### config.mk
export PLATFORM = sky130hd
export DESIGN_NAME = sar_adc_digital_interface
export DESIGN_NICKNAME = d
export VERILOG_FILES = /design/src/rtl/sar_adc_pkg.sv /design/src/rtl/sar_adc_digital_interface.sv
export SDC_FILE = /design/constraint.sdc
export NUM_CORES = 1
export LEC_CHECK = 0
export BUFFER_PORTS_ARGS = -buffer_cell sky130_fd_sc_hd__buf_2
export CAP_MARGIN = 20
export CORE_MARGIN = 2
export CORE_UTILIZATION = 55
export CTS_CLUSTER_SIZE = 30
export DETAILED_ROUTE_END_ITERATION = 10
export PLACE_DENSITY = 0.77
export RECOVER_POWER = 25
export SYNTH_ARGS = -nofsm -noshare
export SYNTH_HDL_FRONTEND = slang
export SYNTH_SLANG_ARGS = --single-unit
export TNS_END_PERCENT = 5
### constraint.sdc
create_clock -name clk_sys -period 3.95 [get_ports clk_sys]
set_input_delay 0.5925 -clock clk_sys [delete_from_list [all_inputs] [get_ports clk_sys]]
set_output_delay 0.5925 -clock clk_sys [all_outputs]
set_load 0.1 [all_outputs]
### src/rtl/sar_adc_pkg.sv
// Purpose: Shared constants and types for the converter sequencer.
// Assumes: One clock at 25 MHz, synchronous active-high reset.
// Notes:   A conversion frame is sixteen clock periods long unless a full output buffer holds the load state.
package sar_adc_pkg;

  localparam int unsigned            RESULT_WIDTH   = 12;
  localparam int unsigned            FRAME_CYCLES   = 16;
  localparam int unsigned            CLK_PERIOD_NS  = 40;
  localparam int unsigned            BUF_DEPTH      = 2;
  localparam logic [3:0]             MSB_INDEX      = 4'hB;
  localparam logic [11:0]            FIRST_TRIAL    = 12'h800;
  localparam logic [11:0]            RESULT_RESET   = 12'h000;
  localparam logic [1:0]             COUNT_RESET    = 2'h0;
  localparam logic [1:0]             COUNT_FULL     = 2'h2;

  typedef enum logic [2:0] {
    ST_IDLE    = 3'b000,
    ST_TRACK   = 3'b001,
    ST_SAMPLE  = 3'b010,
    ST_CONVERT = 3'b011,
    ST_LOAD    = 3'b100,
    ST_RESTORE = 3'b101
  } seq_state_type;

  typedef struct packed {
    logic neg_single;
    logic pos_single;
    logic differential;
  } input_mode_type;

  localparam input_mode_type MODE_RESET = 3'b001;

  typedef struct packed {
    logic [11:0] code;
  } sample_word_type;

endpackage

### src/rtl/sar_adc_digital_interface.sv
// Purpose: Sequencer, successive-approximation register and output stage of a 12-bit converter.
// Assumes: All inputs are synchronous to clk_sys; comparator decision is valid at the end of each bit cycle.
// Notes:   Output words pass through a two-entry buffer so that a stalled receiver loses no word.
//
// Behaviour
// - Converter runs only while the active-high enable is high.
// - Tracking starts on the first rising edge after enable rises.
// - Next edge samples the input and starts the conversion.
// - Finished result loads the output word with the completion strobe.
// - Completion strobe is active high and marks a fresh valid word.
// - Result is a 12-bit straight unsigned binary, non-inverted code.
// - First select high with the second low makes the inverting input the single-ended input.
// - Second select high with the first low makes the non-inverting input the single-ended input.
// - Both selects low treat the two inputs as a differential pair.
`timescale 1ns/100ps
`default_nettype none
module sar_adc_digital_interface (
  input  wire logic                       clk_sys,
  input  wire logic                       sys_rst,
  input  wire logic                       enable,
  input  wire logic                       neg_input_single_sel,
  input  wire logic                       pos_input_single_sel,
  input  wire logic                       comp_in,
  input  wire logic                       out_ready,
  output var  logic                       track_out,
  output var  logic                       sample_out,
  output var  sar_adc_pkg::input_mode_type input_mode,
  output var  logic [11:0]                dac_code,
  output var  logic [11:0]                result_word,
  output var  logic                       data_ready,
  output var  logic                       buffer_full
);

  ////////////////////////////////////////////////////////////////////////////
  // Sequencer.

  sar_adc_pkg::seq_state_type state;
  sar_adc_pkg::seq_state_type next_state;
  logic [3:0]                 bit_idx;
  logic                       buf_ready;
  logic                       push;
  logic                       pop;
  logic                       last_bit;
  logic [11:0]                bit_mask;
  logic [11:0]                lower_mask;
  logic [11:0]                kept_code;
  logic [11:0]                next_trial;

  assign last_bit   = (bit_idx == 4'h0);
  assign bit_mask   = 12'h001 << bit_idx;
  assign lower_mask = 12'h001 << (bit_idx - 4'h1);
  // A comparator high means the input is at or above the trial, so the bit stays set.
  assign kept_code  = comp_in ? dac_code : (dac_code & ~bit_mask);
  assign next_trial = last_bit ? kept_code : (kept_code | lower_mask);
  assign push       = (state == sar_adc_pkg::ST_LOAD) && buf_ready && enable;

  always_comb begin
    next_state = state;
    unique case (state)
      sar_adc_pkg::ST_IDLE:    next_state = sar_adc_pkg::ST_TRACK;
      sar_adc_pkg::ST_TRACK:   next_state = sar_adc_pkg::ST_SAMPLE;
      sar_adc_pkg::ST_SAMPLE:  next_state = sar_adc_pkg::ST_CONVERT;
      sar_adc_pkg::ST_CONVERT: next_state = last_bit ? sar_adc_pkg::ST_LOAD : sar_adc_pkg::ST_CONVERT;
      sar_adc_pkg::ST_LOAD:    next_state = buf_ready ? sar_adc_pkg::ST_RESTORE : sar_adc_pkg::ST_LOAD;
      sar_adc_pkg::ST_RESTORE: next_state = sar_adc_pkg::ST_TRACK;
      default:                 next_state = sar_adc_pkg::ST_IDLE;
    endcase
  end

  always_ff @(posedge clk_sys) begin
    if (sys_rst || !enable) begin
      state <= sar_adc_pkg::ST_IDLE;
    end else begin
      state <= next_state;
    end
  end

  always_ff @(posedge clk_sys) begin
    if (sys_rst) begin
      track_out  <= 1'b0;
      sample_out <= 1'b0;
    end else begin
      track_out  <= enable && (next_state == sar_adc_pkg::ST_TRACK);
      sample_out <= enable && (next_state == sar_adc_pkg::ST_SAMPLE);
    end
  end

  ////////////////////////////////////////////////////////////////////////////
  // Input mode and successive approximation.

  // mode decode.
  // An illegal pair of selects falls back to differential operation.
  sar_adc_pkg::input_mode_type next_mode;
  assign next_mode.neg_single   = neg_input_single_sel && !pos_input_single_sel;
  assign next_mode.pos_single   = pos_input_single_sel && !neg_input_single_sel;
  assign next_mode.differential = !(next_mode.neg_single || next_mode.pos_single);

  always_ff @(posedge clk_sys) begin
    if (sys_rst) begin
      input_mode <= sar_adc_pkg::MODE_RESET;
    end else if (state == sar_adc_pkg::ST_TRACK) begin
      input_mode <= next_mode;
    end
  end

  always_ff @(posedge clk_sys) begin
    if (sys_rst) begin
      dac_code <= sar_adc_pkg::RESULT_RESET;
      bit_idx  <= sar_adc_pkg::MSB_INDEX;
    end else if (state == sar_adc_pkg::ST_SAMPLE) begin
      dac_code <= sar_adc_pkg::FIRST_TRIAL;
      bit_idx  <= sar_adc_pkg::MSB_INDEX;
    end else if (state == sar_adc_pkg::ST_CONVERT) begin
      dac_code <= next_trial;
      bit_idx  <= last_bit ? 4'h0 : bit_idx - 4'h1;
    end
  end

  ////////////////////////////////////////////////////////////////////////////
  // Two-entry output buffer; a full buffer holds the sequencer in its load state.

  sar_adc_pkg::sample_word_type buf_mem [sar_adc_pkg::BUF_DEPTH];
  logic                         wr_ptr;
  logic                         rd_ptr;
  logic [1:0]                   count;

  assign buf_ready = (count != sar_adc_pkg::COUNT_FULL);
  assign pop       = (count != sar_adc_pkg::COUNT_RESET) && out_ready;

  genvar g;
  generate
    for (g = 0; g < sar_adc_pkg::BUF_DEPTH; g++) begin : g_entry
      always_ff @(posedge clk_sys) begin
        if (sys_rst) begin
          buf_mem[g] <= sar_adc_pkg::RESULT_RESET;
        end else if (push && (wr_ptr == 1'(g))) begin
          buf_mem[g] <= dac_code;
        end
      end
    end
  endgenerate

  always_ff @(posedge clk_sys) begin
    if (sys_rst) begin
      wr_ptr <= 1'b0;
      rd_ptr <= 1'b0;
      count  <= sar_adc_pkg::COUNT_RESET;
    end else begin
      wr_ptr <= wr_ptr ^ push;
      rd_ptr <= rd_ptr ^ pop;
      count  <= count + {1'b0, push} - {1'b0, pop};
    end
  end

  always_ff @(posedge clk_sys) begin
    if (sys_rst) begin
      result_word <= sar_adc_pkg::RESULT_RESET;
      data_ready  <= 1'b0;
      buffer_full <= 1'b0;
    end else begin
      if (pop) begin
        result_word <= buf_mem[rd_ptr].code;
      end
      data_ready  <= pop;
      buffer_full <= (count + {1'b0, push} - {1'b0, pop}) == sar_adc_pkg::COUNT_FULL;
    end
  end
endmodule
`default_nettype wire

==> impl_metrics.ini <==
[timing]
worstMarginPinSlew_ns = 1.28
finClkSkew_ns = 0.0134
period_minus_slack_ns = 2.26
finalCritPeriodShare_pct = 57.3
max_slew_margin_pct = 14.7
timing.fmax_mhz = 442
final_max_slew_viol_count = 0
setup_viol = 0
finalHoldViolCount = 0
rsz0062_at_grt = false
tns_ns = 0

[critical_path]
cp_max_fo = 27
crit_arrival_ns = 2.51
rr_startpoint = count[1]$_SDFF_PP0_
worst_setup_path_end_kind = flop
reg2reg_slack_ns = 1.69
crit_path_start_kind = flop
critPathKind = flop to flop
rr_worst_depth = 7
timing.rr.end = buffer_full$_SDFF_PP0_
cp.required_ns = 4.20

[layout]
antenna_cells = 0
nNetsFinal = 305
n_fill_cell = 438
area_growth_pct = 11.6
layout-drive-gt1-share_pct = 15.8

[die]
start_util_pct = 57.0
coreArea_um2 = 5070
ioPinCount = 38
die-area_um2 = 5850
die_x_um = 76.5
fp-row-count = 26
die_height_um = 76.5

[worst_hold_path]
hp-start = input_mode[2]$_SDFFE_PP0N_
whs_endpoint = input_mode[2]$_SDFFE_PP0N_
hold_path.class = flop to flop
hold_path_depth = 2

[clock_tree]
clk_pin_slew_ns = 0.07
cts_resized = 0
cts_buffers = 9
clock_latency_ns = 0.34
cts_setup_buffers = 0
cts_hold_buf = 0
cts_sinks = 66
clock_path_buffers = 2
h-tree-depth = 3
clockRootBuffer = clkbuf_8
cts_tree = built

[logic_synthesis]
yosys_warnings = 0
synth_edf_count = 24
postSynthAreaPerCell_um2 = 10.9
async_reset_ff_share_pct = 0
synthesis.nets = 279
syn-cell-area_um2 = 2890
synth_cells = 266
yosysUniqueCellTypes = 51
synth_flop_cell = dfxtp_1
ys_seq_elements = 66
synth-seq-area-share_pct = 54.0

[global_routing]
grt_usage_pct = 19.0
grt_max_degree = 32
grt_pass1_wl_um = 8840
overflow = 0
antenna_found_initial = 0
grt_pass1_vias = 1893

[detailed_routing]
num_vias = 1988
wl_per_cell_um = 14.0
drc = 0
detail-route-antenna-nets = 0
vias_per_cell = 5.42
drtPass1Iterations = 4
routed_wirelength_um = 5140
drtIter0Drc = 69

[pwr]
p_leak_nw = 1.24
powerDensity_nw_per_um2 = 506
ir_drop_mv = 0.201
power_mw = 1.63

[placement]
portBuffers = 37
place.gp.congestion = 0.766
dp_hpwl_um = 3400

[run]
max_cap_viol_count = 0

[outcome]
status = completed
==> state kept, by name (all words and copies together), names as in the netlist <==
register	count
buf_mem	24
dac_code	12
result_word	12
bit_idx	4
input_mode	3
state	3
count	2
buffer_full	1
data_ready	1
rd_ptr	1
sample_out	1
track_out	1
wr_ptr	1
==> worst max-delay path, stage by stage (launching register included) <==
cell and delay [ns]:
dfxtp_1 0.39, o21a_1 0.73, ha_1 0.36, inv_1 0.06, ha_1 0.16, xnor2_1 0.13, xnor2_1 0.16, nor3b_1 0.20
==> power breakdown <==
| group | switching (mW) | internal (mW) |
|---|---|---|
| Sequential | 0.0317 | 0.744 |
| Combinational | 0.263 | 0.0702 |
| Clock | 0.238 | 0.282 |
==> routing by layer <==
layer	part of all wire [%]	wire length, µm	track usage (%)	vias to the layer above
li1	-	-	-	1019
met4	2.1	106	9.82	0
met3	3.9	201	3.91	9
met5	0	0	0	-
met1	45	2320	23.6	921
met2	49	2520	31.5	39
==> cell families (layout without fill, tap and decap cells) <==
group                      count (synthesis)  after routing  share of synthesized area (%)
and+or+nand+nor                           90             90                           19.0
adders and majority gates                  6              6                           2.60
buffers and inverters                     28             59                           4.50
xor gates and xnor gates                   4              4                           1.21
muxes                                     12             12                           4.16
AOI/OAI and AO/OA                         60             60                           14.5
DFF                                       66             66                           54.0
==> placed cells by master, fill, tap and decap left out, types with 2 or more instances in the layout <==
master,Yosys,layout
a211o_1,2,2
a211oi_1,14,14
a21oi_1,12,12
a31oi_1,4,4
and2_1,24,24
buf_2,8,29
clkbuf_1,9,11
clkbuf_8,0,10
clkinv_2,0,2
dfxtp_1,42,42
edfxtp_1,24,24
ha_1,6,6
inv_1,5,5
mux2i_1,12,12
nand2_1,3,3
nand2b_1,10,10
nand3_1,4,4
nor2_1,20,20
nor2b_1,7,7
nor3_1,3,3
nor3b_1,2,3
o21a_1,4,4
o21ai_0,3,3
o31ai_1,8,8
o41ai_1,6,6
or2_2,2,2
or3_1,2,2
xnor2_1,3,3
==> cells in the mapped netlist (all sizes together) (4+ instances only) <==
library cell / count / area share (%)
dfxtp: 42 / 29
nand2b: 10 / 2.2
mux2i: 12 / 4.2
edfxtp: 24 / 25
o21a: 4 / 1.0
o21ai: 4 / 0.69
ha: 6 / 2.6
a211oi: 14 / 3.6
inv: 6 / 0.78
a31oi: 4 / 0.87
o31ai: 8 / 2.1
o41ai: 6 / 1.8
and2: 24 / 5.2
clkbuf: 9 / 1.2
nor2: 20 / 2.6
buf: 13 / 2.6
nand3: 4 / 0.69
a21oi: 12 / 2.1
nor2b: 7 / 1.5
==> cell type report <==
type | instances | area [µm²] | share of cell area (%)
Multi-Input combinational cell | 172 | 1190 | 37.0
Sequential cell | 66 | 1560 | 48.4
Clock buffer | 14 | 174 | 5.39
Tap cell | 70 | 87.6 | 2.72
Clock inverter | 2 | 10.0 | 0.310
Timing Repair Buffer | 37 | 175 | 5.43
Inverter | 6 | 22.5 | 0.698
==> metrics by stage <==
stage | hold slack (ns) | setup WS (ns) | instance area, µm² | std cells | util (%)
2_1_floorplan | 0.529 | 1.86 | 2890 | 266 | -
3_3_place_gp | 0.463 | 1.55 | 3060 | 351 | 60.2
3_5_place_dp | 0.465 | 1.40 | 3060 | 351 | 60.2
4_1_cts | 0.476 | 1.64 | 3240 | 367 | 63.8
5_1_grt | 0.512 | 1.44 | 3220 | 367 | 63.5
6_report | 0.474 | 1.69 | 3220 | 367 | 63.5
==> worst max path at each step <==
stage / from / to / cells after the start
after floorplan: out_ready / buffer_full$_SDFF_PP0_ / 9
after global placement: out_ready / buffer_full$_SDFF_PP0_ / 8
after detailed placement: out_ready / buffer_full$_SDFF_PP0_ / 8
after CTS: count[1]$_SDFF_PP0_ / buffer_full$_SDFF_PP0_ / 7
after global routing: count[1]$_SDFF_PP0_ / buffer_full$_SDFF_PP0_ / 7
final: count[1]$_SDFF_PP0_ / buffer_full$_SDFF_PP0_ / 7
No activity file was read; power rests on OpenSTA's default activity.
